<file path="src/verilog/fbdp_map.svh">
// fbdp_map.svh: offsets, field positions, reset values and timing counts
// for the four-bank dram port; assumes a 125 MHz core clock on the
// doubled memory clock pin and nothing else.
`ifndef FBDP_MAP_SVH
`define FBDP_MAP_SVH
`define FBDP_ROM_DATA_LSB 0
`define FBDP_ROM_DATA_MSB 7
`define FBDP_DAC_REG_LSB 8
`define FBDP_DAC_REG_MSB 15
`define FBDP_ROM_ADDR_LSB 16
`define FBDP_ROM_ADDR_MSB 30
`define FBDP_ROM_RW_BIT 31
`define FBDP_ROW_LSB 9
`define FBDP_ADDR_W 9
`define FBDP_JOIN_RST 1'b1
`define FBDP_ROM_WAIT 4'h4
`endif

</file>
<file path="src/verilog/fbdp_pkg.sv">
// fbdp_pkg: request and state types of the four-bank dram port.
// assumes the map header is compiled alongside.
package fbdp_pkg;
  typedef enum logic [2:0] {
    FBDP_IDLE = 3'b000,
    FBDP_ROW = 3'b001,
    FBDP_RAS = 3'b011,
    FBDP_COL = 3'b010,
    FBDP_CAS = 3'b110,
    FBDP_DONE = 3'b111,
    FBDP_ROM = 3'b101
  } fbdp_state_type;

  typedef enum logic [1:0] {
    FBDP_OP_DRAM = 2'h0,
    FBDP_OP_ROM = 2'h1,
    FBDP_OP_DAC_REG = 2'h2,
    FBDP_OP_DAC_PIX = 2'h3
  } fbdp_op_type;

  typedef struct packed {
    fbdp_op_type op;
    logic write;
    logic [1:0] bank;
    logic [17:0] addr;
    logic [3:0] byte_en;
    logic [31:0] wdata;
  } fbdp_req_type;

  typedef struct packed {
    logic [31:0] wdata;
    logic drive;
  } fbdp_bus_out_type;
endpackage : fbdp_pkg

</file>
<file path="src/verilog/fbdp_port.sv">
// fbdp_port: pin-level four-bank dram port with shared boot rom and
// palette dac use of the data bus. assumes clk_i is the doubled memory
// clock pin and requests come from logic on the same clock.
`timescale 1ns/1ps
`include "fbdp_map.svh"
module fbdp_port
  import fbdp_pkg::*;
(
  input wire logic clk_i,
  input wire logic resetn_i,
  input wire logic req_valid_i,
  input wire fbdp_req_type req_i,
  input wire logic join_halves_i,
  input wire logic [31:0] mem_data_bus_i,
  output logic req_ready_o,
  output logic rsp_valid_o,
  output logic [31:0] rsp_data_o,
  output logic [31:0] mem_data_bus_o,
  output logic [31:0] mem_data_bus_oe_o,
  output logic [8:0] mem_addr_banks_even_pair_o,
  output logic [8:0] mem_addr_banks_odd_pair_o,
  output logic row_strobe_n_o,
  output logic [3:0] col_strobe_even_pair_n_o,
  output logic [3:0] col_strobe_odd_pair_n_o,
  output logic write_en_outer_pair_n_o,
  output logic write_en_inner_pair_n_o,
  output logic [3:0] out_en_bank_n_o,
  output logic boot_rom_select_n_o,
  output logic dac_select_n_o,
  output logic wide_port_join_o
);
  logic phase;
  fbdp_state_type state_reg, state_next;
  fbdp_req_type cur_reg, cur_next;
  logic [3:0] wait_reg, wait_next;
  logic [8:0] addr_even_reg, addr_even_next, addr_odd_reg, addr_odd_next;
  logic ras_n_reg, ras_n_next;
  logic [3:0] cas_even_reg, cas_even_next, cas_odd_reg, cas_odd_next;
  logic write_en_outer_pair_n_reg, write_en_outer_pair_n_next, write_en_inner_pair_n_reg, write_en_inner_pair_n_next;
  logic [3:0] oe_reg, oe_next;
  logic rom_n_reg, rom_n_next, dac_n_reg, dac_n_next;
  logic join_reg, join_next;
  logic [31:0] dout_reg, dout_next;
  logic drive_reg, drive_next;
  logic drive_lo_reg, drive_lo_next;
  logic ready_reg, ready_next, rsp_reg, rsp_next;
  logic [31:0] rdata_reg, rdata_next;
  logic [31:0] md_meta_reg, md_sync_reg;
  logic odd_bank;
  logic [3:0] bank_hot;

  fbdp_clk_half u_half (
    .clk_i(clk_i),
    .resetn_i(resetn_i),
    .phase_o(phase)
  );

  // read data from the pins pass two flops before use
  always_ff @(posedge clk_i or negedge resetn_i) begin
    if (!resetn_i) begin
      md_meta_reg <= 32'h0;
      md_sync_reg <= 32'h0;
    end else begin
      md_meta_reg <= mem_data_bus_i;
      md_sync_reg <= md_meta_reg;
    end
  end

  assign odd_bank = cur_reg.bank[0];
  assign bank_hot = 4'h1 << cur_reg.bank;

  // sequencer advances only on the internal half-rate phase
  always_comb begin
    state_next = state_reg;
    cur_next = cur_reg;
    wait_next = wait_reg;
    addr_even_next = addr_even_reg;
    addr_odd_next = addr_odd_reg;
    ras_n_next = ras_n_reg;
    cas_even_next = cas_even_reg;
    cas_odd_next = cas_odd_reg;
    write_en_outer_pair_n_next = write_en_outer_pair_n_reg;
    write_en_inner_pair_n_next = write_en_inner_pair_n_reg;
    oe_next = oe_reg;
    rom_n_next = rom_n_reg;
    dac_n_next = dac_n_reg;
    dout_next = dout_reg;
    drive_next = drive_reg;
    drive_lo_next = drive_lo_reg;
    ready_next = ready_reg;
    rsp_next = 1'b0;
    rdata_next = rdata_reg;
    join_next = ~join_halves_i;
    if (phase) begin
      case (state_reg)
        FBDP_IDLE: begin
          // the next edge is phase low, so ready drops for it
          ready_next = 1'b0;
          if (req_valid_i && ready_reg) begin
            cur_next = req_i;
            ready_next = 1'b0;
            state_next = FBDP_ROW;
            if (req_i.op != FBDP_OP_DRAM) begin
              state_next = FBDP_ROM;
              wait_next = `FBDP_ROM_WAIT;
            end
          end
        end
        FBDP_ROW: begin
          // row on both buses one phase ahead of the strobe
          addr_even_next = cur_reg.addr[`FBDP_ROW_LSB +: `FBDP_ADDR_W];
          addr_odd_next = cur_reg.addr[`FBDP_ROW_LSB +: `FBDP_ADDR_W];
          state_next = FBDP_RAS;
        end
        FBDP_RAS: begin
          ras_n_next = 1'b0;
          state_next = FBDP_COL;
        end
        FBDP_COL: begin
          if (odd_bank) begin
            addr_odd_next = cur_reg.addr[`FBDP_ADDR_W-1:0];
          end else begin
            addr_even_next = cur_reg.addr[`FBDP_ADDR_W-1:0];
          end
          if (cur_reg.write) begin
            // outer pair is banks 0 and 3, inner pair banks 1 and 2
            write_en_outer_pair_n_next = ~(bank_hot[0] | bank_hot[3]);
            write_en_inner_pair_n_next = ~(bank_hot[1] | bank_hot[2]);
            dout_next = cur_reg.wdata;
            drive_next = 1'b1;
            drive_lo_next = 1'b1;
          end else begin
            oe_next = ~bank_hot;
          end
          state_next = FBDP_CAS;
        end
        FBDP_CAS: begin
          if (odd_bank) begin
            cas_odd_next = ~cur_reg.byte_en;
          end else begin
            cas_even_next = ~cur_reg.byte_en;
          end
          state_next = FBDP_DONE;
        end
        FBDP_DONE: begin
          rdata_next = md_sync_reg;
          rsp_next = 1'b1;
          ras_n_next = 1'b1;
          cas_even_next = 4'hf;
          cas_odd_next = 4'hf;
          write_en_outer_pair_n_next = 1'b1;
          write_en_inner_pair_n_next = 1'b1;
          oe_next = 4'hf;
          drive_next = 1'b0;
          drive_lo_next = 1'b0;
          state_next = FBDP_IDLE;
        end
        FBDP_ROM: begin
          // rom and dac share the bus lanes; held for a fixed wait
          drive_next = 1'b1;
          // low lane stays free on rom reads so rom data can return
          drive_lo_next = (cur_reg.op != FBDP_OP_ROM);
          if (cur_reg.op == FBDP_OP_ROM) begin
            rom_n_next = 1'b0;
            dout_next = 32'h0;
            dout_next[`FBDP_ROM_ADDR_MSB:`FBDP_ROM_ADDR_LSB] =
              cur_reg.addr[14:0];
            dout_next[`FBDP_ROM_RW_BIT] = 1'b1;
          end else if (cur_reg.op == FBDP_OP_DAC_REG) begin
            dac_n_next = 1'b0;
            dout_next = 32'h0;
            dout_next[`FBDP_DAC_REG_MSB:`FBDP_DAC_REG_LSB] =
              cur_reg.wdata[7:0];
          end else begin
            dac_n_next = 1'b0;
            dout_next = cur_reg.wdata;
          end
          if (wait_reg == 4'h0) begin
            rdata_next = {24'h0,
              md_sync_reg[`FBDP_ROM_DATA_MSB:`FBDP_ROM_DATA_LSB]};
            rsp_next = 1'b1;
            rom_n_next = 1'b1;
            dac_n_next = 1'b1;
            drive_next = 1'b0;
            drive_lo_next = 1'b0;
            state_next = FBDP_IDLE;
          end else begin
            wait_next = wait_reg - 4'h1;
          end
        end
        default: begin
          state_next = FBDP_IDLE;
        end
      endcase
    end else begin
      // ready stands through the following phase-high take edge
      ready_next = (state_reg == FBDP_IDLE);
    end
  end

  always_ff @(posedge clk_i or negedge resetn_i) begin
    if (!resetn_i) begin
      state_reg <= FBDP_IDLE;
      cur_reg <= '0;
      wait_reg <= 4'h0;
      addr_even_reg <= 9'h0;
      addr_odd_reg <= 9'h0;
      ras_n_reg <= 1'b1;
      cas_even_reg <= 4'hf;
      cas_odd_reg <= 4'hf;
      write_en_outer_pair_n_reg <= 1'b1;
      write_en_inner_pair_n_reg <= 1'b1;
      oe_reg <= 4'hf;
      rom_n_reg <= 1'b1;
      dac_n_reg <= 1'b1;
      join_reg <= `FBDP_JOIN_RST;
      dout_reg <= 32'h0;
      drive_reg <= 1'b0;
      drive_lo_reg <= 1'b0;
      ready_reg <= 1'b0;
      rsp_reg <= 1'b0;
      rdata_reg <= 32'h0;
    end else begin
      state_reg <= state_next;
      cur_reg <= cur_next;
      wait_reg <= wait_next;
      addr_even_reg <= addr_even_next;
      addr_odd_reg <= addr_odd_next;
      ras_n_reg <= ras_n_next;
      cas_even_reg <= cas_even_next;
      cas_odd_reg <= cas_odd_next;
      write_en_outer_pair_n_reg <= write_en_outer_pair_n_next;
      write_en_inner_pair_n_reg <= write_en_inner_pair_n_next;
      oe_reg <= oe_next;
      rom_n_reg <= rom_n_next;
      dac_n_reg <= dac_n_next;
      join_reg <= join_next;
      dout_reg <= dout_next;
      drive_reg <= drive_next;
      drive_lo_reg <= drive_lo_next;
      ready_reg <= ready_next;
      rsp_reg <= rsp_next;
      rdata_reg <= rdata_next;
    end
  end

  assign req_ready_o = ready_reg;
  assign rsp_valid_o = rsp_reg;
  assign rsp_data_o = rdata_reg;
  assign mem_data_bus_o = dout_reg;
  assign mem_data_bus_oe_o = {{24{drive_reg}}, {8{drive_lo_reg}}};
  assign mem_addr_banks_even_pair_o = addr_even_reg;
  assign mem_addr_banks_odd_pair_o = addr_odd_reg;
  assign row_strobe_n_o = ras_n_reg;
  assign col_strobe_even_pair_n_o = cas_even_reg;
  assign col_strobe_odd_pair_n_o = cas_odd_reg;
  assign write_en_outer_pair_n_o = write_en_outer_pair_n_reg;
  assign write_en_inner_pair_n_o = write_en_inner_pair_n_reg;
  assign out_en_bank_n_o = oe_reg;
  assign boot_rom_select_n_o = rom_n_reg;
  assign dac_select_n_o = dac_n_reg;
  assign wide_port_join_o = join_reg;
endmodule : fbdp_port

</file>
<file path="src/verilog/fbdp_clk_half.sv">
// fbdp_clk_half: halves the doubled memory clock into an internal phase.
// assumes clk_i is the doubled memory clock itself.
`timescale 1ns/1ps
module fbdp_clk_half (
  input wire logic clk_i,
  input wire logic resetn_i,
  output logic phase_o
);
  logic phase_reg;
  logic phase_next;

  // toggle every edge; the sequencer steps only on phase high
  always_comb begin
    phase_next = ~phase_reg;
  end

  always_ff @(posedge clk_i or negedge resetn_i) begin
    if (!resetn_i) begin
      phase_reg <= 1'b0;
    end else begin
      phase_reg <= phase_next;
    end
  end

  assign phase_o = phase_reg;
endmodule : fbdp_clk_half

</file>
<file path="config.mk">
export PLATFORM = sky130hd
export DESIGN_NAME = fbdp_port
export DESIGN_NICKNAME = d
export VERILOG_FILES = /design/src/verilog/fbdp_pkg.sv /design/src/verilog/fbdp_port.sv /design/src/verilog/fbdp_clk_half.sv
export VERILOG_INCLUDE_DIRS = /design/src /design/src/verilog
export SDC_FILE = /design/constraint.sdc
export NUM_CORES = 1
export LEC_CHECK = 0
export BUFFER_PORTS_ARGS = -buffer_cell sky130_fd_sc_hd__buf_2
export CORE_MARGIN = 5
export CORE_UTILIZATION = 56
export CTS_BUF_LIST = sky130_fd_sc_hd__clkbuf_8
export CTS_CLUSTER_SIZE = 16
export DETAILED_ROUTE_END_ITERATION = 7
export HOLD_SLACK_MARGIN = 0.02
export PLACE_DENSITY = 0.84
export SYNTH_ARGS = -nofsm -noshare
export SYNTH_HDL_FRONTEND = slang
export SYNTH_HIERARCHICAL = 1
export SYNTH_SLANG_ARGS = --single-unit
</file>
<file path="constraint.sdc">
create_clock -name clk_i -period 3.84 [get_ports clk_i]
set_clock_uncertainty 0.2 [all_clocks]
set_input_delay 0.768 -clock clk_i [delete_from_list [all_inputs] [get_ports clk_i]]
set_output_delay 0.768 -clock clk_i [all_outputs]
set_load 0.005 [all_outputs]
</file>
==> results of run 1 <==
## worst reg2reg max path, cell delays in order, from the launching register on
cell and delay [ns]:
dfrtp_1 0.62, nand3b_2 0.72, nor2b_1 0.88, mux2i_1 0.27, o21ai_0 0.11
## worst paths after layout
check | cells past startpoint | endpoint | slack (ns)
max in group asynchronous | 2 | col_strobe_even_pair_n_o[1] | 2.52
worst min register to register | 0 | md_sync_reg[20] | 0.15
worst max-delay path | 4 | mem_data_bus_o[14] | 0.94
worst min-delay path | 1 | rsp_data_o[19] | 0.06
min in group clk_i | 1 | md_meta_reg[1] | 0.14
worst max register to register | 4 | mem_data_bus_o[14] | 0.94
## cell usage after synthesis, drive strengths merged, types with 3 or more instances
cell | n | area, µm²
nand4b | 3 | 26.28
mux2i | 14 | 140.1
o21ai | 74 | 370.4
dfstp | 18 | 473.0
nand2b | 4 | 32.53
clkbuf | 20 | 135.1
ha | 5 | 62.56
nand3 | 8 | 40.04
mux2 | 66 | 743.2
a21oi | 21 | 108.9
a31oi | 10 | 62.56
nor2b | 3 | 18.77
a21o | 6 | 45.04
nor2 | 22 | 82.58
dfrtp | 217 | 5430
nand2 | 109 | 409.1
buf | 48 | 362.8
inv | 10 | 37.54
a22oi | 20 | 150.1
## metrics by stage
stage	cells	util, %	power, mW
5_1_grt	1160	68.57	8.817
3_5_place_dp	1090	63.46	6.147
3_3_place_gp	1090	63.46	6.019
2_1_floorplan	703	-	5.236
4_1_cts	1159	68.55	8.361
6_report	1160	68.57	8.259
## routing by layer
layer / vias up / GRT usage (%)
met2: 219 / 34.76
met5: - / 0
met4: 2 / 5.207
met1: 2903 / 25.56
met3: 29 / 7.550
li1: 2801 / -
## power by group through the flow
stage / sequential [mW] / combinational, mW / clock, mW
finish: 3.68 / 2.39 / 2.18
detailed placement: 3.72 / 2.43 / 0
floorplan: 3.66 / 1.58 / 0
CTS: 3.69 / 2.44 / 2.24
global placement: 3.69 / 2.33 / 0
global route: 3.78 / 2.68 / 2.36
## cell families after synthesis
logic type | after synthesis | synth area share (%)
XOR/XNOR | 1 | 0.09797
flip-flops | 235 | 66.02
buffers and inverters | 78 | 5.989
multiplexers | 80 | 9.880
AND/OR/NAND/NOR | 163 | 8.173
AO/OA/AOI/OAI | 141 | 9.138
adder cells (fa/ha/maj) | 5 | 0.6997
## final cells by class
type	count	area, µm²
inverter	10	37.54
antenna	1	2.502
fill	1173	4957
multi-input combinational	390	2537
tap	216	270.3
sequential	235	5903
clock buffer	49	674.4
timing repair buffer	239	1259
clock inverter	20	128.9
==> impl_results.rst, run 1 <==
.. list-table::
   :header-rows: 1

   * - Metric
     - Value
   * - Number of flip-flops under the largest register name
     - 59
   * - Max-cap check violation count
     - 0
   * - WL per Instance
     - 16.45 µm
   * - Fraction of final layout cells with drive strength greater than 1
     - between 40 and 50%
   * - Number of H-tree branching levels
     - 2
   * - Total congestion overflow after global routing
     - 0
   * - Switching Share
     - approximately 33%
   * - Setup ws final
     - approximately 0.94 ns
   * - Top Ports
     - between 200 and 250
   * - Quantity of I/O buffers inserted on ports
     - 228
   * - Resized cells post-CTS
     - 0
   * - Post-route ant nets
     - 0
   * - Highest fanout seen on the critical path
     - 28
   * - Number of global-route vias before repair
     - a little over 6000
   * - Placed wire-length estimate after detailed placement
     - 13410 µm
   * - First-pass iteration count of the detailed router
     - 4
   * - Share of flip-flops with an asynchronous set or reset
     - between 90% and 100%
   * - Worst setup timing slack at the placement stage
     - roughly 0.87 ns
   * - Internal
     - 5.553 mW
   * - Longest Clk Path Bufs
     - 3
   * - Antenna violations before repair
     - 2
   * - Critical path launch point
     - state_reg[1]
   * - Source-to-sink clock delay at the later pin of the worst-skew pair
     - roughly 0.52 ns
   * - Core Footprint
     - approximately 16000 µm²
   * - Number of buffers inserted during clock tree synthesis
     - 38
   * - Capturing element type of the critical path
     - flop
   * - Hold Buf Count CTS
     - 0
   * - Floorplan row count
     - 46
   * - Synthesized Nets
     - about 800
   * - Global-route wire length before repair
     - just over 30000 µm
   * - Result of the run
     - completed
   * - Crit-path cells
     - nand3b_2 > nor2b_1 > mux2i_1 > o21ai_0
   * - Min Tclk post-route
     - 2.903 ns
   * - Most common library cell in the layout ignoring fill and taps
     - buf_2
   * - NumNets Final
     - just over 1000
   * - Post-synth cell types
     - 44
   * - Number of flops mapped to enable cells by yosys
     - 0
   * - Maximum number of pins on one net before global-route repair
     - approximately 100
   * - Most used flip-flop cell after synthesis
     - dfrtp_1
   * - Routed length on met1
     - roughly 7600 µm
   * - Combined global-route utilization of all metal layers
     - around a fifth
   * - Endpoints failing hold
     - 0
   * - Count of unresolved DRC violations after routing
     - 0
   * - Slowest Stage Delay on Critical Path
     - roughly 0.87 ns
   * - DIE HEIGHT
     - 136.4 µm
   * - Type of the tightest min-delay check
     - in -> async
   * - Endpoint arrival time on the critical path
     - roughly 3.1 ns
   * - Drt initial violations
     - approximately 260
   * - Clock transition at path regs
     - around 0.060 ns
   * - Vias after detailed routing
     - slightly below 6000
   * - Gate count after technology mapping
     - approximately 700
   * - Crit path buf inv count
     - 0
   * - Number of buffers added for setup after CTS
     - 0
   * - Power density normalized to cell area
     - approximately 760 nW/µm²
   * - Critical path's top delay family
     - simple AND/OR/NAND/NOR gates
   * - Setup repair after global routing missed its margin
     - no
   * - Logic gate share of total power
     - between 20% and 30%
   * - Critical path class
     - reg -> reg
   * - Share of the cycle needed by the critical path after routing
     - between 70% and 80%
   * - Launch point of the worst reg-to-reg path
     - state_reg[1]
   * - Area overhead of the layout relative to synthesis
     - 20.94%
   * - Post-synthesis register bit count
     - roughly 240
   * - Aggregate negative setup slack
     - 0 ns
   * - Mapped Avg Cell Area
     - between 10 and 15 µm²
   * - Clk root buf
     - clkbuf_8
   * - Netlist area before placement
     - 8941 µm²
   * - Critical Path Source Type
     - flop
   * - Reported net switching power
     - around 2.7 mW
   * - Seq pwr share
     - between 40% and 50%
   * - Final std cell area, no fill
     - between 10000 and 15000 µm²
   * - Cell leakage power
     - ~5.4 nW
   * - Area of the die
     - 18590 µm²
   * - Number of synthesis warnings
     - 6
   * - Clock tree from TritonCTS
     - built
   * - Weighted congestion reported at the end of routability-driven placement
     - 0.7601
   * - Worst IR Drop VDD
     - about 0.00039 V
   * - Worst Hold Slack
     - 0.06451 ns
   * - Routed met3 length
     - between 1500 and 2000 µm
   * - Routed via count divided by cell count
     - between 5 and 6
   * - Area after detailed placement
     - ~10000 µm²
   * - Uppermost layer routed
     - met5
   * - Starting Density
     - between 50% and 60%
   * - Transition time at the pin with the least slew margin
     - 0.8741 ns
   * - Sequential share of the synthesized area
     - about two thirds
   * - Required time at the worst-slack endpoint
     - roughly 4.0 ns
   * - CP max stage cell
     - nor2b_1
   * - Relative slew margins
     - between 40% and 50%
   * - Met2 routed wirelength
     - 9520 µm
   * - WL final
     - roughly 19000 µm
   * - Clock share of power
     - 26.5%
   * - Max Transition Viols Final
     - 0
   * - FMAX
     - around 340 MHz
   * - Commonest non-fill, non-tap cells in the layout
     - 227 x buf_2, 217 x dfrtp_1, 109 x nand2_1
   * - X dimension of the die
     - around 140 µm
   * - Number of sinks handled by clock tree synthesis
     - approximately 240
   * - Final setup violating endpoints
     - 0
No activity file was read; power rests on OpenSTA's default activity.
==> run 2, diff against run 1 <==
--- a/config.mk
+++ b/config.mk
@@ -8,12 +8,12 @@
 export LEC_CHECK = 0
 export BUFFER_PORTS_ARGS = -buffer_cell sky130_fd_sc_hd__buf_2
 export CORE_MARGIN = 5
-export CORE_UTILIZATION = 56
+export CORE_UTILIZATION = 49
 export CTS_BUF_LIST = sky130_fd_sc_hd__clkbuf_8
 export CTS_CLUSTER_SIZE = 16
 export DETAILED_ROUTE_END_ITERATION = 7
 export HOLD_SLACK_MARGIN = 0.02
-export PLACE_DENSITY = 0.84
+export PLACE_DENSITY = 0.78
 export SYNTH_ARGS = -nofsm -noshare
 export SYNTH_HDL_FRONTEND = slang
 export SYNTH_HIERARCHICAL = 1
==> constraint.sdc (replaced) <==
create_clock -name clk_i -period 2.4 [get_ports clk_i]
set_clock_uncertainty 0.2 [all_clocks]
set_input_delay 0.48 -clock clk_i [delete_from_list [all_inputs] [get_ports clk_i]]
set_output_delay 0.48 -clock clk_i [all_outputs]
set_load 0.005 [all_outputs]
==> run 2 against run 1 <==
Compared with the run above:
- routed wire length is 17% higher
- highest routed layer is now met4
- count of clock-buffer cells in the layout is 2 lower
- die area is 13% higher
- power is 63% higher
- register-to-register slack worse by 0.70 ns
==> impl_results.rst, run 2 (synthesized netlist as in run 1, its figures left out) <==
.. list-table::
   :header-rows: 1

   * - Metric
     - Value
   * - Result of the run
     - completed
   * - Area overhead of the layout relative to synthesis
     - 33.00%
   * - Global-route wire length before repair
     - 36580 µm (+21%)
   * - Final std cell area, no fill
     - 11890 µm² (+10%)
   * - Source-to-sink clock delay at the later pin of the worst-skew pair
     - 0.53 ns (about the same)
   * - Total congestion overflow after global routing
     - 0 (unchanged)
   * - Core Footprint
     - 17960 µm² (+14%)
   * - Min-Delay Startpoint
     - md_meta_reg[5]
   * - Min Tclk post-route
     - 2.159 ns (-0.7439 ns)
   * - Fraction of final layout cells with drive strength greater than 1
     - 38.18% (-3.3 points)
   * - Starting Density
     - 49.77% (-6.9 points)
   * - Worst setup timing slack at the placement stage
     - 0.1502 ns (-0.7244 ns)
   * - Clock tree from TritonCTS
     - built
   * - Routed via count divided by cell count
     - 5.043 (-1.8%)
   * - Worst IR Drop VDD
     - 0.0006193 V (+60%)
   * - Critical Path Source Type
     - flop
   * - Capturing element type of the critical path
     - flop
   * - Register area
     - 5903 µm² (unchanged)
   * - Max-cap check violation count
     - 0 (unchanged)
   * - Endpoints failing hold
     - 0 (unchanged)
   * - Combined global-route utilization of all metal layers
     - 21.31% (+0.63 points)
   * - Quantity of I/O buffers inserted on ports
     - 228 (unchanged)
   * - Number of buffers inserted during clock tree synthesis
     - 40 (+5.3%)
   * - Area of the die
     - 21050 µm² (+13%)
   * - X dimension of the die
     - 145.1 µm (+6.4%)
   * - Number of flip-flops under the largest register name
     - 59 (unchanged)
   * - Number of H-tree branching levels
     - 2 (unchanged)
   * - Clk root buf
     - clkbuf_8
   * - Final-layout fill cell count
     - 1308 (+12%)
   * - Top Ports
     - 229 (unchanged)
   * - Share of the cycle needed by the critical path after routing
     - 89.97% (+14 points)
   * - Highest fanout seen on the critical path
     - 60 (+110%)
   * - Relative slew margins
     - 48.27% (+6.7 points)
   * - Longest Clk Path Bufs
     - 3 (unchanged)
   * - Overall Power
     - 13.43 mW (+63%)
   * - Aggregate negative setup slack
     - 0 ns (unchanged)
   * - DIE HEIGHT
     - 145.1 µm (+6.4%)
   * - Critical path class
     - reg -> reg
   * - Final setup violating endpoints
     - 0 (unchanged)
   * - Placed wire-length estimate after detailed placement
     - 14440 µm (+7.7%)
   * - Number of buffers added for setup after CTS
     - 0 (unchanged)
   * - Post-route ant nets
     - 0 (unchanged)
   * - Most common library cell in the layout ignoring fill and taps
     - buf_2
   * - First-pass iteration count of the detailed router
     - 5 (+1)
   * - Maximum number of pins on one net before global-route repair
     - 84 (-18%)
   * - Combined area of the multi-input logic cells
     - 2545 µm² (+0.30%)
   * - Worst Hold Slack
     - 0.1364 ns (+0.07188 ns)
   * - Count of unresolved DRC violations after routing
     - 0 (unchanged)
   * - Setup ws final
     - 0.2407 ns (-0.6961 ns)
   * - WL per Instance
     - 17.44 µm (+6.0%)
   * - Number of global-route vias before repair
     - 6957 (+15%)
   * - Vias after detailed routing
     - 6480 (+8.8%)
   * - Weighted congestion reported at the end of routability-driven placement
     - 0.8216 (+8.1%)
   * - Setup repair after global routing missed its margin
     - no
   * - Antenna violations before repair
     - 3 (+1)
   * - Number of sinks handled by clock tree synthesis
     - 235 (unchanged)
   * - Max Transition Viols Final
     - 0 (unchanged)
   * - Cell leakage power
     - 5.882 nW (+8.8%)
   * - Area after detailed placement
     - 10200 µm² (+1.9%)
   * - Power density normalized to cell area
     - 1129 nW/µm² (+48%)
   * - Launch point of the worst reg-to-reg path
     - u_half/phase_o
   * - Clock transition at path regs
     - 0.06 ns (about the same)
   * - NumNets Final
     - 1126 (+11%)
   * - Endpoint arrival time on the critical path
     - 2.36 ns (-0.74 ns)
   * - Transition time at the pin with the least slew margin
     - 0.7739 ns (-0.1002 ns)
   * - FMAX
     - 463.1 MHz (+34%)
   * - Drt initial violations
     - 325 (+25%)
   * - Critical path launch point
     - u_half/phase_o
   * - WL final
     - 22410 µm (+17%)
   * - Type of the tightest min-delay check
     - reg -> reg
   * - Floorplan row count
     - 49 (+6.5%)
   * - Commonest non-fill, non-tap cells in the layout
     - 227 x buf_2, 217 x dfrtp_1, 109 x nand2_1
   * - Required time at the worst-slack endpoint
     - 2.60 ns (-1.43 ns)
## run 2: stage by stage
stage | utilization (%) | instances
after floorplan | - | 703
after global placement | 56.79 | 1120
after detailed placement | 56.79 | 1120
after CTS | 66.11 | 1282
after global routing | 66.20 | 1285
final | 66.20 | 1285
## run 2: repair_timing
action                                 CTS  global route
endpoints found under the hold margin  153             0
gates resized for setup                  0             1
setup endpoints to repair                0             5
hold buffers                            93             0
## run 2: final timing paths
check	endpoint	slack (ns)	depth (start not counted)
setup / recovery	cur_reg[28]	0.24	4
hold / removal	md_sync_reg[5]	0.14	0
setup reg to reg	cur_reg[28]	0.24	4
hold reg to reg	md_sync_reg[5]	0.14	0
max in group asynchronous	md_meta_reg[31]	0.90	3
min in group asynchronous	md_sync_reg[6]	0.35	2
## run 2: routing by layer
metal	GRT usage [%]	wire [µm]	vias to the layer above
met1	24.85	8483	3137
li1	-	-	3037
met3	5.644	1409	78
met2	35.86	11420	228
met5	0	0	-
met4	11.75	1095	0
## run 2: report_power, final
part | switching, mW | leakage (nW) | internal (mW)
combinational | 2.25 | 2.55 | 2.00
clock | 1.53 | 0.447 | 1.78
sequential | 0.710 | 2.88 | 5.16
total | 4.49 | 5.88 | 8.94
## run 2: final cells by class
type | count | area share, %
Sequential cell | 235 | 49.64
Clock inverter | 22 | 0.8207
Inverter | 10 | 0.3157
Clock buffer | 47 | 5.440
Antenna cell | 3 | 0.06313
Tap cell | 229 | 2.410
Multi-Input combinational cell | 390 | 21.40
Timing Repair Buffer | 349 | 19.91
## run 2: worst max-delay path, cell delays in order (launching register included)
cell and delay (ns):
dfrtp_1 0.57, nand2b_4 0.12, nor4b_4 0.37, buf_12 0.33, mux2_2 0.39
==> run 3, diff against run 2 <==
--- a/config.mk
+++ b/config.mk
@@ -6,9 +6,10 @@
 export SDC_FILE = /design/constraint.sdc
 export NUM_CORES = 1
 export LEC_CHECK = 0
+export ABC_AREA = 1
 export BUFFER_PORTS_ARGS = -buffer_cell sky130_fd_sc_hd__buf_2
 export CORE_MARGIN = 5
-export CORE_UTILIZATION = 49
+export CORE_UTILIZATION = 50
 export CTS_BUF_LIST = sky130_fd_sc_hd__clkbuf_8
 export CTS_CLUSTER_SIZE = 16
 export DETAILED_ROUTE_END_ITERATION = 7
==> run 3 against run 2 <==
Compared with the run above:
- via count up 20%
- sequential cell count unchanged
- core utilization is 0.29 points lower
- sequential power rose by 11%
- register-to-register slack gained 0.07 ns
- final area increased by 3.0%
- worst setup slack better by 0.075 ns
- power is 15% higher
- sequential share of layout area decreased by 1.4 points
- clock power shrank 2%
==> impl_results.rst, run 3 <==
.. list-table::
   :header-rows: 1

   * - Metric
     - Value
   * - Result of the run
     - completed
   * - Worst IR Drop VDD
     - 0.0006949 V (+12%)
   * - Worst Hold Slack
     - 0.08790 ns (-0.04849 ns)
   * - Number of cell instances on the worst register-to-register path
     - 9 (+5)
   * - Number of global-route vias before repair
     - 7836 (+13%)
   * - Final setup violating endpoints
     - 0 (unchanged)
   * - Drt initial violations
     - 367 (+13%)
   * - Endpoints failing hold
     - 0 (unchanged)
   * - Source-to-sink clock delay at the later pin of the worst-skew pair
     - 0.51 ns (-0.02 ns)
   * - Weighted congestion reported at the end of routability-driven placement
     - 0.8312 (+1.2%)
   * - Core Footprint
     - 18580 µm² (+3.4%)
   * - Most used flip-flop cell after synthesis
     - dfrtp_1
   * - Most instantiated library cell after synthesis
     - nand2_1
   * - Post-synthesis register bit count
     - 235 (unchanged)
   * - Resized cells post-CTS
     - 0 (unchanged)
   * - WL per Instance
     - 15.42 µm (-12%)
   * - Clk root buf
     - clkbuf_8
   * - Number of synthesis warnings
     - 6 (unchanged)
   * - Placed wire-length estimate after detailed placement
     - 15080 µm (+4.4%)
   * - Required time at the worst-slack endpoint
     - 2.59 ns (about the same)
   * - Critical Path Source Type
     - flop
   * - FMAX
     - 479.7 MHz (+3.6%)
   * - End of the worst register-to-register path
     - rsp_data_o[5]
   * - Leading post-synthesis cells by instance count
     - 390 x nand2_1, 217 x dfrtp_1, 103 x o21ai_0, 82 x nand3_1, 78 x inv_1
   * - Share of the cycle needed by the critical path after routing
     - 86.86% (-3.1 points)
   * - Power density normalized to cell area
     - 1260 nW/µm² (+12%)
   * - Critical path class
     - reg -> reg
   * - DIE HEIGHT
     - 147.1 µm (+1.4%)
   * - CP max stage cell
     - buf_4
   * - Count of unresolved DRC violations after routing
     - 0 (unchanged)
   * - Floorplan row count
     - 50 (+2.0%)
   * - Relative slew margins
     - 62.75% (+14 points)
   * - Total congestion overflow after global routing
     - 0 (unchanged)
   * - Cell types with the largest area share after synthesis
     - dfrtp_1 58%, nand2_1 16%, o21ai_0 5.5%, dfstp_2 5.0%, nand3_1 4.4%
   * - Most common cell on crit path
     - nand2_1
   * - Area of the die
     - 21640 µm² (+2.8%)
   * - Synthesized Nets
     - 1118 (+39%)
   * - Min-Delay Startpoint
     - req_i[58]
   * - Endpoint arrival time on the critical path
     - 2.27 ns (-0.09 ns)
   * - Max-cap check violation count
     - 0 (unchanged)
   * - Number of flops mapped to enable cells by yosys
     - 0 (unchanged)
   * - Fraction of final layout cells with drive strength greater than 1
     - 24.70% (-13 points)
   * - Combined area of the multi-input logic cells
     - 2715 µm² (+6.7%)
   * - Share of flip-flops with an asynchronous set or reset
     - 100.0% (unchanged)
   * - Number of H-tree branching levels
     - 2 (unchanged)
   * - Commonest non-fill, non-tap cells in the layout
     - 390 x nand2_1, 227 x buf_2, 217 x dfrtp_1
   * - Mapped Avg Cell Area
     - 9.232 µm² (-27%)
   * - Post-route ant nets
     - 0 (unchanged)
   * - Top cell type by total area after synthesis
     - dfrtp_1
   * - Most common library cell in the layout ignoring fill and taps
     - nand2_1
   * - Aggregate negative setup slack
     - 0 ns (unchanged)
   * - First-pass iteration count of the detailed router
     - 5 (unchanged)
   * - Area overhead of the layout relative to synthesis
     - 30.32%
   * - Starting Density
     - 50.58% (+0.81 points)
   * - Endpoint of the worst hold-timing path
     - cur_reg[58]
   * - Cell leakage power
     - 6.573 nW (+12%)
   * - Area after detailed placement
     - 10600 µm² (+3.9%)
   * - Final-layout fill cell count
     - 1447 (+11%)
   * - Slowest Stage Delay on Critical Path
     - 0.43 ns (-0.14 ns)
   * - Transition time at the pin with the least slew margin
     - 0.5588 ns (-0.2151 ns)
   * - Number of sinks handled by clock tree synthesis
     - 235 (unchanged)
   * - Clock transition at path regs
     - 0.06 ns (about the same)
   * - Top Ports
     - 229 (unchanged)
   * - Crit-path cells
     - inv_1 > ha_1 > nand3_1 > nand2_1 > nand3_2 > buf_4 > inv_2 > nand2_1 > nand2_1
   * - Quantity of I/O buffers inserted on ports
     - 228 (unchanged)
   * - Netlist area before placement
     - 9398 µm² (+5.1%)
   * - Sequential share of the synthesized area
     - 62.81% (-3.2 points)
   * - WL final
     - 24430 µm (+9.0%)
   * - Routed via count divided by cell count
     - 4.899 (-2.9%)
   * - Hold Crit Depth
     - 3 (+3)
   * - Antenna violations before repair
     - 1 (-2)
   * - Gate count after technology mapping
     - 1018 (+45%)
   * - Register area
     - 5903 µm² (unchanged)
   * - Capturing element type of the critical path
     - flop
   * - Vias after detailed routing
     - 7760 (+20%)
   * - Setup slack of the most critical reg-to-reg path
     - 0.32 ns (+0.07 ns)
   * - Number of buffers inserted during clock tree synthesis
     - 38 (-5.0%)
   * - Longest Clk Path Bufs
     - 3 (unchanged)
   * - Global-route wire length before repair
     - 39420 µm (+7.8%)
   * - Type of the tightest min-delay check
     - in -> reg
   * - Maximum number of pins on one net before global-route repair
     - 81 (-3.6%)
   * - Number of flip-flops under the largest register name
     - 59 (unchanged)
   * - Highest fanout seen on the critical path
     - 57 (-5.0%)
   * - Min Tclk post-route
     - 2.085 ns (-0.07474 ns)
   * - Setup repair after global routing missed its margin
     - no
   * - Final std cell area, no fill
     - 12250 µm² (+3.0%)
   * - Launch point of the worst reg-to-reg path
     - wait_reg[0]
   * - X dimension of the die
     - 147.1 µm (+1.4%)
   * - NumNets Final
     - 1422 (+26%)
   * - Portion of synthesized cell area occupied by the leading cell type
     - 57.78% (-3.0 points)
   * - Clock tree from TritonCTS
     - built
   * - Post-synth cell types
     - 29 (-34%)
   * - Combined global-route utilization of all metal layers
     - 22.36% (+1.1 points)
   * - Max Transition Viols Final
     - 0 (unchanged)
## run 3: layout make-up
type	count	share of cell area [%]
inverters	87	2.667
diodes	2	0.04087
well taps	234	2.391
clock inverters	19	0.6334
multi-input cells	624	22.17
clock buffers	47	5.282
repair buffers	336	18.61
flip-flops and latches	235	48.20
## run 3: worst max path at each step
stage / startpoint / to / slack [ns] / cells after the start
4_1_cts: u_half/phase_o / mem_addr_banks_even_pair_o[0] / 0.31 / 7
5_1_grt: u_half/phase_o / mem_addr_banks_even_pair_o[4] / 0.10 / 7
2_1_floorplan: wait_reg[0] / rsp_data_o[13] / 0.70 / 9
3_3_place_gp: u_half/phase_o / mem_addr_banks_even_pair_o[7] / 0.36 / 7
3_5_place_dp: u_half/phase_o / mem_addr_banks_even_pair_o[0] / 0.31 / 7
6_report: wait_reg[0] / rsp_data_o[5] / 0.32 / 9
## run 3: cells by family (layout without fill, tap and decap cells)
family	Yosys count	in the layout	synth area share [%]
simple gates	500	500	21.67
flops	235	235	62.81
buf+inv	159	489	8.348
compound gates	118	118	6.404
fa+ha+maj	5	5	0.6657
xor+xnor	1	1	0.09321
other cells	0	2	0
## run 3: critical path: cells and delay by family, from the launching register on
kind	cells	cell delay, ns
fa+ha+maj	1	0.23
buf+inv	3	0.68
flops	1	0.35
simple gates	5	0.49
## run 3: stage by stage
stage / instances / power (mW) / setup slack (ns) / util [%]
global placement: 1424 / 11.88 / 0.3615 / 57.03
finish: 1584 / 15.43 / 0.3154 / 65.91
floorplan: 1018 / 10.13 / 0.7041 / -
global route: 1583 / 16.77 / 0.1048 / 65.90
detailed placement: 1424 / 12.07 / 0.3102 / 57.03
CTS: 1582 / 15.51 / 0.3127 / 65.89
## run 3: what timing repair did
item / in CTS / in global routing
hold buffers: 92 / 0
hold endpoints to repair: 315 / 0
setup buffers: 0 / 0
## run 3: where the power goes
part | internal (mW) | switching, mW | leakage [nW]
Combinational | 2.28 | 3.39 | 3.37
Clock | 1.76 | 1.48 | 0.431
Sequential | 5.56 | 0.960 | 2.77
Total | 9.60 | 5.83 | 6.57
## run 3: routing by layer
layer	wire length (µm)	vias up	track usage (%)
met5	0	-	0
met4	891	0	9.226
met3	1695	76	4.688
met2	11940	293	37.95
met1	9900	3626	28.08
li1	-	3765	-
